<file path="src/hw/dfca_pkg.sv">
// shared constants and types for the diode fault / consecutive alert block
package dfca_pkg;
   localparam int NCH  = 5;
   localparam int NEXT = 4;

   localparam logic [7:0] ADDR_CONSEC = 8'h22;
   localparam logic [7:0] ADDR_IDEAL0 = 8'h30;
   localparam logic [7:0] ADDR_CFG    = 8'h50;
   localparam logic [7:0] ADDR_CHEN   = 8'h51;
   localparam logic [7:0] ADDR_AMASK  = 8'h52;
   localparam logic [7:0] ADDR_HIST   = 8'h53;
   localparam logic [7:0] ADDR_LOST   = 8'h54;
   localparam logic [7:0] ADDR_FLST   = 8'h55;
   localparam logic [7:0] ADDR_THST   = 8'h56;

   localparam int ALRT_LSB = 0;
   localparam int THRM_LSB = 4;
   localparam int CFG_COMP = 0;

   localparam logic [7:0] CONSEC_RST = 8'h70;
   localparam logic [7:0] CFG_RST    = 8'h00;
   localparam logic [4:0] CHEN_RST   = 5'h1F;
   localparam logic [4:0] AMASK_RST  = 5'h00;
   localparam logic [5:0] IDEAL_RST  = 6'h12;
   localparam logic [5:0] IDEAL_MIN  = 6'h08;
   localparam logic [5:0] IDEAL_MAX  = 6'h37;

   // factors in units of 0.0001, stored as offsets from the lowest code
   localparam logic [15:0] FACTOR_BASE = 16'h26DD;
   localparam logic [15:0] BJT_SHIFT   = 16'h0050;
   localparam logic [9:0] IDEAL_OFS [48] = '{
      10'h000, 10'h00D, 10'h01A, 10'h027, 10'h034, 10'h041, 10'h04E, 10'h05B,
      10'h068, 10'h075, 10'h083, 10'h090, 10'h09D, 10'h0AA, 10'h0B8, 10'h0C5,
      10'h0D2, 10'h0DF, 10'h0EC, 10'h0FB, 10'h107, 10'h115, 10'h122, 10'h130,
      10'h13E, 10'h14B, 10'h158, 10'h165, 10'h172, 10'h17F, 10'h18C, 10'h199,
      10'h1A6, 10'h1B3, 10'h1C0, 10'h1CD, 10'h1DA, 10'h1E7, 10'h1F4, 10'h201,
      10'h20E, 10'h21B, 10'h228, 10'h235, 10'h242, 10'h24F, 10'h25C, 10'h269};

   typedef struct packed {
      logic [7:0] temp;
      logic [7:0] high_lim;
      logic [7:0] low_lim;
      logic [7:0] therm_lim;
   } dfca_ch_in_type;

   typedef struct packed {
      logic open;
      logic vdd_anode;
      logic vdd_cathode;
      logic anode_cathode;
      logic anode_gnd;
      logic cathode_gnd;
   } dfca_raw_type;

   typedef struct packed {
      logic trig;
      logic hi;
      logic lo;
      logic flt;
   } dfca_ev_type;

   function automatic logic consec_valid(input logic [2:0] c);
      return (c == 3'h0) || (c == 3'h1) || (c == 3'h3) || (c == 3'h7);
   endfunction

   function automatic logic [2:0] consec_count(input logic [2:0] c);
      case (c)
         3'h1:    return 3'h2;
         3'h3:    return 3'h3;
         3'h7:    return 3'h4;
         default: return 3'h1;
      endcase
   endfunction
endpackage

</file>
<file path="src/hw/dfca_chan.sv">
// per-channel limit compare and consecutive counters for both pins
module dfca_chan
   import dfca_pkg::*;
(
   input  wire logic           clk_i,
   input  wire logic           rst_i,
   input  wire logic           meas_i,
   input  wire logic           en_i,
   input  wire logic           comp_mode_i,
   input  wire dfca_ch_in_type in_i,
   input  wire logic [7:0]     hyst_i,
   input  wire logic           fault_i,
   input  wire logic [2:0]     alert_tgt_i,
   input  wire logic [2:0]     therm_tgt_i,
   output dfca_ev_type         ev_o,
   output logic                comp_hold_o,
   output logic                therm_hold_o
);
   typedef struct packed {
      logic [2:0]  acnt;
      logic [2:0]  tcnt;
      logic        chold;
      logic        thold;
      dfca_ev_type ev;
   } dfca_chst_type;

   dfca_chst_type s_q;
   dfca_chst_type s_d;
   logic          hi;
   logic          lo;
   logic          hi_rel;
   logic          th_ex;
   logic          th_rel;

   always_comb begin
      // a faulted result reads zero, so the high and low limits are not judged on it; the overtemp limit still is
      hi     = !fault_i && (in_i.temp > in_i.high_lim);
      lo     = !fault_i && (in_i.temp < in_i.low_lim);
      hi_rel = ({1'b0, in_i.temp} + {1'b0, hyst_i}) < {1'b0, in_i.high_lim};
      th_ex  = in_i.temp > in_i.therm_lim;
      th_rel = ({1'b0, in_i.temp} + {1'b0, hyst_i}) < {1'b0, in_i.therm_lim};
      s_d    = s_q;
      s_d.ev = '0;
      if (!en_i) begin
         s_d.acnt  = 3'h0;
         s_d.tcnt  = 3'h0;
         s_d.chold = 1'b0;
         s_d.thold = 1'b0;
      end else if (meas_i) begin
         // while enabled, counters move only on the measurement strobe, which all channels share
         if (!comp_mode_i) begin
            s_d.chold = 1'b0;
            if (hi || lo || fault_i) begin
               if (3'(s_q.acnt + 3'h1) == alert_tgt_i) begin
                  s_d.ev.trig = 1'b1;
                  s_d.ev.hi   = hi;
                  s_d.ev.lo   = lo;
                  s_d.ev.flt  = fault_i;
                  s_d.acnt    = 3'h0;
               end else begin
                  s_d.acnt = 3'(s_q.acnt + 3'h1);
               end
            end else begin
               s_d.acnt = 3'h0;
            end
         end else begin
            s_d.ev.lo  = lo;
            s_d.ev.flt = fault_i;
            if (s_q.chold) begin
               if (hi_rel) begin
                  s_d.chold = 1'b0;
                  s_d.acnt  = 3'h0;
               end
            end else if (hi) begin
               if (3'(s_q.acnt + 3'h1) == alert_tgt_i) begin
                  s_d.chold = 1'b1;
                  s_d.ev.hi = 1'b1;
               end else begin
                  s_d.acnt = 3'(s_q.acnt + 3'h1);
               end
            end else begin
               s_d.acnt = 3'h0;
            end
         end
         if (s_q.thold) begin
            if (th_rel) begin
               s_d.thold = 1'b0;
               s_d.tcnt  = 3'h0;
            end
         end else if (th_ex) begin
            if (3'(s_q.tcnt + 3'h1) == therm_tgt_i) begin
               s_d.thold = 1'b1;
            end else begin
               s_d.tcnt = 3'(s_q.tcnt + 3'h1);
            end
         end else begin
            s_d.tcnt = 3'h0;
         end
      end
   end

   always_ff @(posedge clk_i or posedge rst_i) begin
      if (rst_i) begin
         s_q <= '0;
      end else begin
         s_q <= s_d;
      end
   end

   assign ev_o         = s_q.ev;
   assign comp_hold_o  = s_q.chold;
   assign therm_hold_o = s_q.thold;
endmodule

</file>
<file path="src/hw/dfca_top.sv">
// alert qualification, diode fault handling and ideality settings
// Summary of operation
// per-diode 6-bit ideality code, 12h is 1.0080
// substrate transistor model shifts table, 12h 1.0000
// open or supply short forces zero, alerts
// anode shorts read zero, no fault, no alert
// cathode-to-ground short leaves measurement untouched
// separate counters per channel, shared targets
// high, low or fault counts; clean resets
// interrupt trigger sets status, alerts, clears counter
// other channels' counters hold on a trigger
// comparator counts high only, holds until hysteresis
// comparator low and fault set status only
// disabled channels skip; limit-counter-status-mask-pin order
// overtemp counter counts exceedances, drives pin low
// overtemp counter held until below hysteresis
// reset: overtemp count four, alert count one
// invalid consecutive-count writes are ignored
// codes 000,001,011,111 mean one to four
// mask blocks pin only, status still updates
module dfca_top
   import dfca_pkg::*;
(
   input  wire logic                       clk_i,
   input  wire logic                       rst_i,
   input  wire logic                       reg_wr_i,
   input  wire logic                       reg_rd_i,
   input  wire logic [7:0]                 reg_addr_i,
   input  wire logic [7:0]                 reg_wdata_i,
   output logic      [7:0]                 reg_rdata_o,
   input  wire logic                       meas_done_i,
   input  wire dfca_ch_in_type [NCH-1:0]   ch_in_i,
   input  wire logic [7:0]                 hyst_i,
   input  wire dfca_raw_type [NEXT-1:0]    diode_raw_i,
   input  wire logic [NEXT-1:0]            bjt_model_i,
   output logic      [NCH-1:0][7:0]        result_o,
   output logic      [NEXT-1:0][15:0]      ideal_factor_o,
   output logic                            alert_n_o,
   output logic                            therm_n_o
);
   typedef struct packed {
      logic [7:0]                  consec;
      logic [7:0]                  cfg;
      logic [NCH-1:0]              chen;
      logic [NCH-1:0]              amask;
      logic [NEXT-1:0][5:0]        ideal;
      logic [NCH-1:0]              hi_st;
      logic [NCH-1:0]              lo_st;
      logic [NCH-1:0]              fl_st;
      dfca_raw_type [NEXT-1:0]     sync1;
      dfca_raw_type [NEXT-1:0]     sync2;
      logic [NCH-1:0][7:0]         result;
      logic [NEXT-1:0][15:0]       factor;
      logic [7:0]                  rdata;
      logic                        alert;
      logic                        therm;
   } dfca_state_type;

   dfca_state_type      s_q;
   dfca_state_type      s_d;
   logic [NCH-1:0]      fault;
   dfca_ev_type [NCH-1:0] ev;
   logic [NCH-1:0]      comp_hold;
   logic [NCH-1:0]      therm_hold;
   logic                comp_mode;
   logic [2:0]          alert_tgt;
   logic [2:0]          therm_tgt;
   dfca_ch_in_type [NCH-1:0] ch_eff;

   assign comp_mode = s_q.cfg[CFG_COMP];
   assign alert_tgt = consec_count(s_q.consec[ALRT_LSB +: 3]);
   assign therm_tgt = consec_count(s_q.consec[THRM_LSB +: 3]);

   // the internal channel has no external junction to fault
   assign fault[0] = 1'b0;

   // an anode short reads as zero degrees, which must not pass for a low reading
   always_comb begin
      ch_eff = ch_in_i;
      for (int e = 0; e < NEXT; e++) begin
         if (s_q.sync2[e].anode_cathode || s_q.sync2[e].anode_gnd) begin
            ch_eff[e+1].low_lim = 8'h00;
         end
      end
   end

   genvar gi;
   generate
      for (gi = 0; gi < NEXT; gi++) begin : g_flt
         // shorts to the anode read as a zero reading, not a fault
         assign fault[gi+1] = s_q.sync2[gi].open
                            | s_q.sync2[gi].vdd_anode
                            | s_q.sync2[gi].vdd_cathode;
      end

      for (gi = 0; gi < NCH; gi++) begin : g_ch
         dfca_chan u_chan (
            .clk_i       (clk_i),
            .rst_i       (rst_i),
            .meas_i      (meas_done_i),
            .en_i        (s_q.chen[gi]),
            .comp_mode_i (comp_mode),
            .in_i        (ch_eff[gi]),
            .hyst_i      (hyst_i),
            .fault_i     (fault[gi]),
            .alert_tgt_i (alert_tgt),
            .therm_tgt_i (therm_tgt),
            .ev_o        (ev[gi]),
            .comp_hold_o (comp_hold[gi]),
            .therm_hold_o(therm_hold[gi])
         );
      end
   endgenerate

   function automatic logic [15:0] lookup(input logic [5:0] code,
                                          input logic       bjt);
      logic [15:0] f;
      f = 16'h0000;
      // codes outside the table give zero so software can spot them
      if (code >= IDEAL_MIN && code <= IDEAL_MAX) begin
         f = FACTOR_BASE + {6'h00, IDEAL_OFS[6'(code - IDEAL_MIN)]};
         if (bjt) begin
            f = f - BJT_SHIFT;
         end
      end
      return f;
   endfunction

   always_comb begin
      logic [NCH-1:0] rd_hi;
      logic [NCH-1:0] rd_lo;
      logic [NCH-1:0] rd_fl;
      logic [NCH-1:0] set_hi;
      logic [NCH-1:0] set_lo;
      logic [NCH-1:0] set_fl;
      logic [7:0]     rd;
      rd_hi  = '0;
      rd_lo  = '0;
      rd_fl  = '0;
      set_hi = '0;
      set_lo = '0;
      set_fl = '0;
      rd     = 8'h00;
      s_d    = s_q;

      s_d.sync1 = diode_raw_i;
      s_d.sync2 = s_q.sync1;

      for (int c = 0; c < NCH; c++) begin
         set_hi[c] = ev[c].hi;
         set_lo[c] = ev[c].lo;
         set_fl[c] = ev[c].flt;
         if (meas_done_i) begin
            s_d.result[c] = fault[c] ? 8'h00 : ch_in_i[c].temp;
         end
      end

      if (reg_wr_i) begin
         case (reg_addr_i)
            ADDR_CONSEC: begin
               if (consec_valid(reg_wdata_i[ALRT_LSB +: 3]) &&
                   consec_valid(reg_wdata_i[THRM_LSB +: 3])) begin
                  s_d.consec = reg_wdata_i;
               end
            end
            ADDR_CFG:   s_d.cfg   = reg_wdata_i;
            ADDR_CHEN:  s_d.chen  = reg_wdata_i[NCH-1:0];
            ADDR_AMASK: s_d.amask = reg_wdata_i[NCH-1:0];
            default: begin
               for (int d = 0; d < NEXT; d++) begin
                  if (reg_addr_i == 8'(ADDR_IDEAL0 + 8'(d))) begin
                     s_d.ideal[d] = reg_wdata_i[5:0];
                  end
               end
            end
         endcase
      end

      if (reg_rd_i) begin
         case (reg_addr_i)
            ADDR_CONSEC: rd = s_q.consec;
            ADDR_CFG:    rd = s_q.cfg;
            ADDR_CHEN:   rd = {3'h0, s_q.chen};
            ADDR_AMASK:  rd = {3'h0, s_q.amask};
            ADDR_HIST: begin
               rd    = {3'h0, s_q.hi_st};
               rd_hi = '1;
            end
            ADDR_LOST: begin
               rd    = {3'h0, s_q.lo_st};
               rd_lo = '1;
            end
            ADDR_FLST: begin
               rd    = {3'h0, s_q.fl_st};
               rd_fl = '1;
            end
            ADDR_THST:   rd = {3'h0, therm_hold};
            default: begin
               for (int d = 0; d < NEXT; d++) begin
                  if (reg_addr_i == 8'(ADDR_IDEAL0 + 8'(d))) begin
                     rd = {2'h0, s_q.ideal[d]};
                  end
               end
            end
         endcase
         s_d.rdata = rd;
      end

      // read clears status, but a same-cycle event wins
      s_d.hi_st = (s_q.hi_st & ~rd_hi) | set_hi;
      s_d.lo_st = (s_q.lo_st & ~rd_lo) | set_lo;
      s_d.fl_st = (s_q.fl_st & ~rd_fl) | set_fl;

      for (int d = 0; d < NEXT; d++) begin
         s_d.factor[d] = lookup(s_q.ideal[d], bjt_model_i[d]);
      end

      // the mask sits after status, or after the comparator hold in comparator mode, and before the pin
      if (comp_mode) begin
         s_d.alert = |(comp_hold & ~s_q.amask);
      end else begin
         s_d.alert = |((s_q.hi_st | s_q.lo_st | s_q.fl_st)
                       & ~s_q.amask);
      end
      s_d.therm = |therm_hold;
   end

   always_ff @(posedge clk_i or posedge rst_i) begin
      if (rst_i) begin
         s_q        <= '0;
         s_q.consec <= CONSEC_RST;
         s_q.cfg    <= CFG_RST;
         s_q.chen   <= CHEN_RST;
         s_q.amask  <= AMASK_RST;
         s_q.ideal  <= {NEXT{IDEAL_RST}};
      end else begin
         s_q <= s_d;
      end
   end

   assign reg_rdata_o    = s_q.rdata;
   assign result_o       = s_q.result;
   assign ideal_factor_o = s_q.factor;
   assign alert_n_o      = ~s_q.alert;
   assign therm_n_o      = ~s_q.therm;
endmodule

</file>
<file path="config.mk">
export PLATFORM = sky130hd
export DESIGN_NAME = dfca_top
export DESIGN_NICKNAME = d
export VERILOG_FILES = /design/src/hw/dfca_pkg.sv /design/src/hw/dfca_chan.sv /design/src/hw/dfca_top.sv
export SDC_FILE = /design/constraint.sdc
export NUM_CORES = 1
export LEC_CHECK = 0
export BUFFER_PORTS_ARGS = -buffer_cell sky130_fd_sc_hd__buf_2
export CORE_MARGIN = 3
export CORE_UTILIZATION = 38
export CTS_CLUSTER_SIZE = 20
export DETAILED_ROUTE_END_ITERATION = 6
export GPL_TIMING_DRIVEN = 0
export SETUP_SLACK_MARGIN = 0.5
export SYNTH_ARGS = -nofsm -noshare
export SYNTH_HDL_FRONTEND = slang
export SYNTH_HIERARCHICAL = 1
export SYNTH_SLANG_ARGS = --single-unit
</file>
<file path="constraint.sdc">
create_clock -name clk_i -period 10.46 [get_ports clk_i]
set_input_delay 0.523 -clock clk_i [delete_from_list [all_inputs] [get_ports clk_i]]
set_output_delay 0.523 -clock clk_i [all_outputs]
set_load 0.005 [all_outputs]
</file>
# ---- Word-level counts from Yosys, hierarchy flattened
# Memories as Yosys holds them, arrays and structs flattened.
# Cells that the tools add are included.
dict set report word_totals {
  reg_bits 274
  input_bits 217
  memories 4
  romBits 2560
  out_inout_bits 114
}
# memory depth width read_ports rd_ports_with_merged_regs write_ports line
set memory_table {}
lappend memory_table {{(no name shown)} 64 10 1 0 0 dfca_top.sv:121} ;# f = FACTOR_BASE + {6'h00, IDEAL_OFS[6'(code - IDEAL_MIN)]};
lappend memory_table {{(no name shown)} 64 10 1 0 0 dfca_top.sv:121}
lappend memory_table {{(no name shown)} 64 10 1 0 0 dfca_top.sv:121}
lappend memory_table {{(no name shown)} 64 10 1 0 0 dfca_top.sv:121}
dict set report classes {
  n_mux 178
  n_eq_ne 59
  reduce_logical 60
  bitwise_logic 29
  order_cmp 37
  n_addsub 27
}
# op count
set ops {}
lappend ops {{$mux W3} 65}
lappend ops {{$mux W16} 8}
lappend ops {{$mux W8} 16}
lappend ops {{$lt A9 B8 Y1} 10}
lappend ops {{$gt A8 B8 Y1} 10}
lappend ops {{$mux W10} 8}
lappend ops {{$pmux W8 S8} 1}
lappend ops {{$sub A15 B7 Y16 const B} 4}
lappend ops {{$add A14 B10 Y15 const A} 4}
lappend ops {{$mux W12} 5}
lappend ops {{$eq A8 B7 Y1 const B} 7}
lappend ops {{$mux W1} 56}
lappend ops {{$add A8 B8 Y9} 5}
lappend ops {{$reduce_and A3 Y1} 15}
lappend ops {{$eq A8 B6 Y1 const B} 5}
lappend ops {{$lt A8 B8 Y1} 5}
lappend ops {{$mux W4} 10}
lappend ops {{$add A3 B1 Y3 const B} 10}
lappend ops {{$eq A3 B3 Y1} 10}
lappend ops {{$mux W5} 6}
lappend ops {{$ge A7 B7 Y1 const B} 4}
lappend ops {{$not A6 Y7} 4}
lappend ops {{$and A5 B5 Y5} 5}
lappend ops {{$ne A5 B4 Y1 const B} 5}
lappend ops {{23 further kinds} 112}

# ---- Depth between registers and ports, before layout
dict set report depth {
  depth_word 10
  mapped_depth 16
  ltp_nobuf 15
}

# ---- By module
# The synthesis kept the hierarchy.
# mod cells_per_inst n_inst area_each_um2
set by_module_without_submodules {}
lappend by_module_without_submodules {dfca_top 1441 1 13241.4}
lappend by_module_without_submodules {{dfca_chan (g_ch[1].u_chan ...)} 218 3 1911.8}
lappend by_module_without_submodules {{dfca_chan (g_ch[0].u_chan ...)} 231 2 1986.9}

# ---- Worst setup path before layout
# OpenSTA, ideal clock, no wires.
dict set report synth_timing {
  path_kind {reg-to-reg}
  startpoint {register s_q[178] (netlist name)}
  endpoint {register s_q (netlist bit ideal_factor_o[11])}
  arrival_time_ns 3.439
  path_stages_with_launch 14
  path_slack_ns 6.900
  required_time_ns 10.340
  path_cell_list {dfstp_2 -> clkbuf_1 -> inv_1 -> ha_1 -> xnor2_1 -> nor3_1 -> o31ai_1 -> nand2_1 -> ha_1 -> or3_1 -> a31o_2 -> a21boi_2 -> nand3_1 -> and4_1}
}
# element line
set synth_lines {}
lappend synth_lines {{start, declared} dfca_top.sv:59} ;# dfca_state_type s_q;

==> metrics.md <==
| Metric | Value |
|---|---|
| Status | `completed` |
| Syn Inst Count | `2540` |
| Setup Skew | `25.4 ps` |
| Instance count on the critical path | `13` |
| Die area | `62800 um2` |
| Fmax | `231 MHz` |
| CTS buffer count | `35` |
| Initial core utilization | `38.5%` |
| First-pass GRT wire length | `107 mm` |
| Slowest cell on crit path | `dfstp_2` |
| Post-cts sizing count | `0` |
| ANT nets after route | `0` |
| GRT overflow | `0` |
| Root Buffer | `clkbuf_16` |
| Crit path DAT | `4770 ps` |
| Sink Count | `266` |
| Post-Route WL | `67.7 mm` |
| Max-slew violations | `0` |
| Max incr delay on CP | `590 ps` |
| IO Port Bufs | `313` |
| Vias/cell | `5.41` |
| DIE WIDTH | `251 um` |
| Max Fanout on Critical Path | `10` |
| CORE AREA | `59100 um2` |
| RePlAce Congestion | `0.901` |
| Synthesized cell area | `22700 um2` |
| Crit path max-delay family | `compound AO/OA/AOI/OAI gates` |
| Final net count | `3403` |
| R2r setup slk | `6130 ps` |
| IO Pins | `331` |
| Max Root-Sink Buffers | `3` |
| R2R depth | `13` |
| Clock Latency Late Sink | `570 ps` |
| CP Class | `flop to flop` |
| Fin Setup TNS | `0 ps` |
| Post-CTS Setup Bufs | `0` |
| Clock transition at path regs | `60 ps` |
| Unrepaired setup endpoints after global routing | `false` |
| Endpoints failing setup | `0` |
| Vias | `20100` |
| Final core utilization | `44.9%` |
| First-pass DRT Iterations | `5` |
| Leakage power | `0.0128 uW` |
| Chip height | `251 um` |
| Vias in the first global route | `20400` |
| Rel. slew slack | `6.10%` |
| Max Cap Viol | `0` |
| GRT Total Usage | `21.1%` |
| Hold Vio Cnt, Final | `0` |
| VDD IR-drop max | `0.106 mV` |
| CP Launch Point | `s_q[178]` |
| Critical Path Sink | `ideal_factor_o[11]` |
| Kind of start point of the critical path | `flop` |
| CTS H-tree lvls | `2` |
| Critical Path RT | `10900 ps` |
| WL/cell | `18.3 um` |
| # rows | `89` |
| Fin crit share | `41.4%` |
| Share of layout cells above drive strength 1 | `23.0%` |
| # hold bufs at CTS | `0` |
| CP Cell Sequence | `clkbuf_1, inv_1, ha_1, mux2i_1, a21oi_1, a2111oi_1, a21oi_1, ha_1, or3_1, a31o_2, a21boi_2, nand3_1, and4_1` |
| Area Growth Syn to Fin | `16.6%` |
| DRC | `0` |
| Worst flop-to-flop path endpoint | `ideal_factor_o[11]` |
| DR iter-0 viols | `981` |
| Worst r2r src | `s_q[178]` |
| Hold WC Path Type | `input pin to asynchronous set/reset pin` |
| Tmin final | `4330 ps` |
| Post-Syn Area per Cell | `8.95 um2` |
| Yosys warns | `6` |
| Worst Tran Pin Value | `1390 ps` |
| Antenna violations before repair | `6` |
| CTS tree | `yes` |
| Critical Path Sink Type | `flop` |
| Worst Path Buf+Inv | `2` |
| Dpl hpwl | `53.2 mm` |
| Largest net degree at the start of global routing | `115` |
| Worst hold slack | `48.3 ps` |
| PwrDens | `147 nW/um2` |
worst min path at each step:
stage / end / startpoint / slack (ps)
finish: g_ch[2].u_chan/s_q[9] / rst_i / 50
global route: s_d[117] / diode_raw_i[3] / 30
CTS: s_d[130] / diode_raw_i[16] / 20
detailed placement: s_q[135] / s_d[135] / 340
global placement: s_q[121] / s_d[121] / 330
floorplan: s_q[115] / s_d[115] / 330
through the flow:
step | power (uW) | instances | setup slack [ps] | cell area (um2)
floorplan | 2290 | 2555 | 4200 | 22800
global placement | 2690 | 3641 | 1350 | 25300
detailed placement | 2720 | 3642 | 6150 | 25400
CTS | 3960 | 3705 | 6110 | 26500
global route | 4180 | 3708 | 5870 | 26500
finish | 3910 | 3708 | 6130 | 26500
sequential cells by signal, summed over array words and instances (netlist names), 5 cells and up:
name and cells:
s_d 20, reg_rdata_o 8, s_q 86, g_ch.u_chan/therm_hold_o 5, g_ch.u_chan/ev_o 15, g_ch.u_chan/s_q 30, g_ch.u_chan/comp_hold_o 5, ideal_factor_o 56
result_o 40
cells in the final DEF (no fill, tap or decap), types with 22 or more instances in the layout:
cell type / count
ha_1: 275
o21a_1: 36
inv_1: 238
mux2i_1: 22
clkbuf_16: 36
and2_1: 40
a31oi_1: 27
buf_2: 339
a211oi_1: 44
nand3_1: 31
nand4_1: 30
o21ai_1: 25
clkbuf_1: 50
a21o_1: 43
nor2b_1: 41
nand2_1: 165
o211ai_1: 22
buf_4: 132
xor2_1: 33
dfrtp_1: 250
mux2_2: 47
xnor2_1: 80
nand2b_1: 44
o22ai_1: 40
nor3_1: 38
a21oi_1: 132
nor2_1: 164
o21ai_0: 114
report_power, final:
| part | internal (uW) | switching (uW) | total [uW] |
|---|---|---|---|
| clock network | 732 | 476 | 1210 |
| logic | 688 | 788 | 1480 |
| registers | 1170 | 59.8 | 1230 |
| total | 2590 | 1320 | 3910 |
worst register-to-register path, delay by kind of cell (launching register included):
kind / cells / cell delay, ps
simple gates: 3 / 840
fa+ha+maj: 2 / 560
compound gates: 5 / 1190
buf+inv: 2 / 780
flops: 1 / 590
mux: 1 / 260
layout make-up:
class / instances / area (um2)
antenna: 3 / 7.51
buffer: 208 / 1330
clock buffer: 50 / 983
clock inverter: 13 / 161
fill: 5787 / 32600
inverter: 245 / 927
multi-input combinational: 1836 / 13900
sequential: 266 / 6680
tap: 773 / 967
timing repair buffer: 314 / 1590
routing by layer:
| metal | up-vias | share of wire (%) | global-route usage [%] |
|---|---|---|---|
| li1 | 9718 | - | - |
| met2 | 552 | 48 | 36.5 |
| met5 | - | 0.056 | 0 |
| met4 | 6 | 3.3 | 7.93 |
| met1 | 9663 | 42 | 26.3 |
| met3 | 115 | 6.0 | 3.72 |
Power figures use the tool's default switching activity.
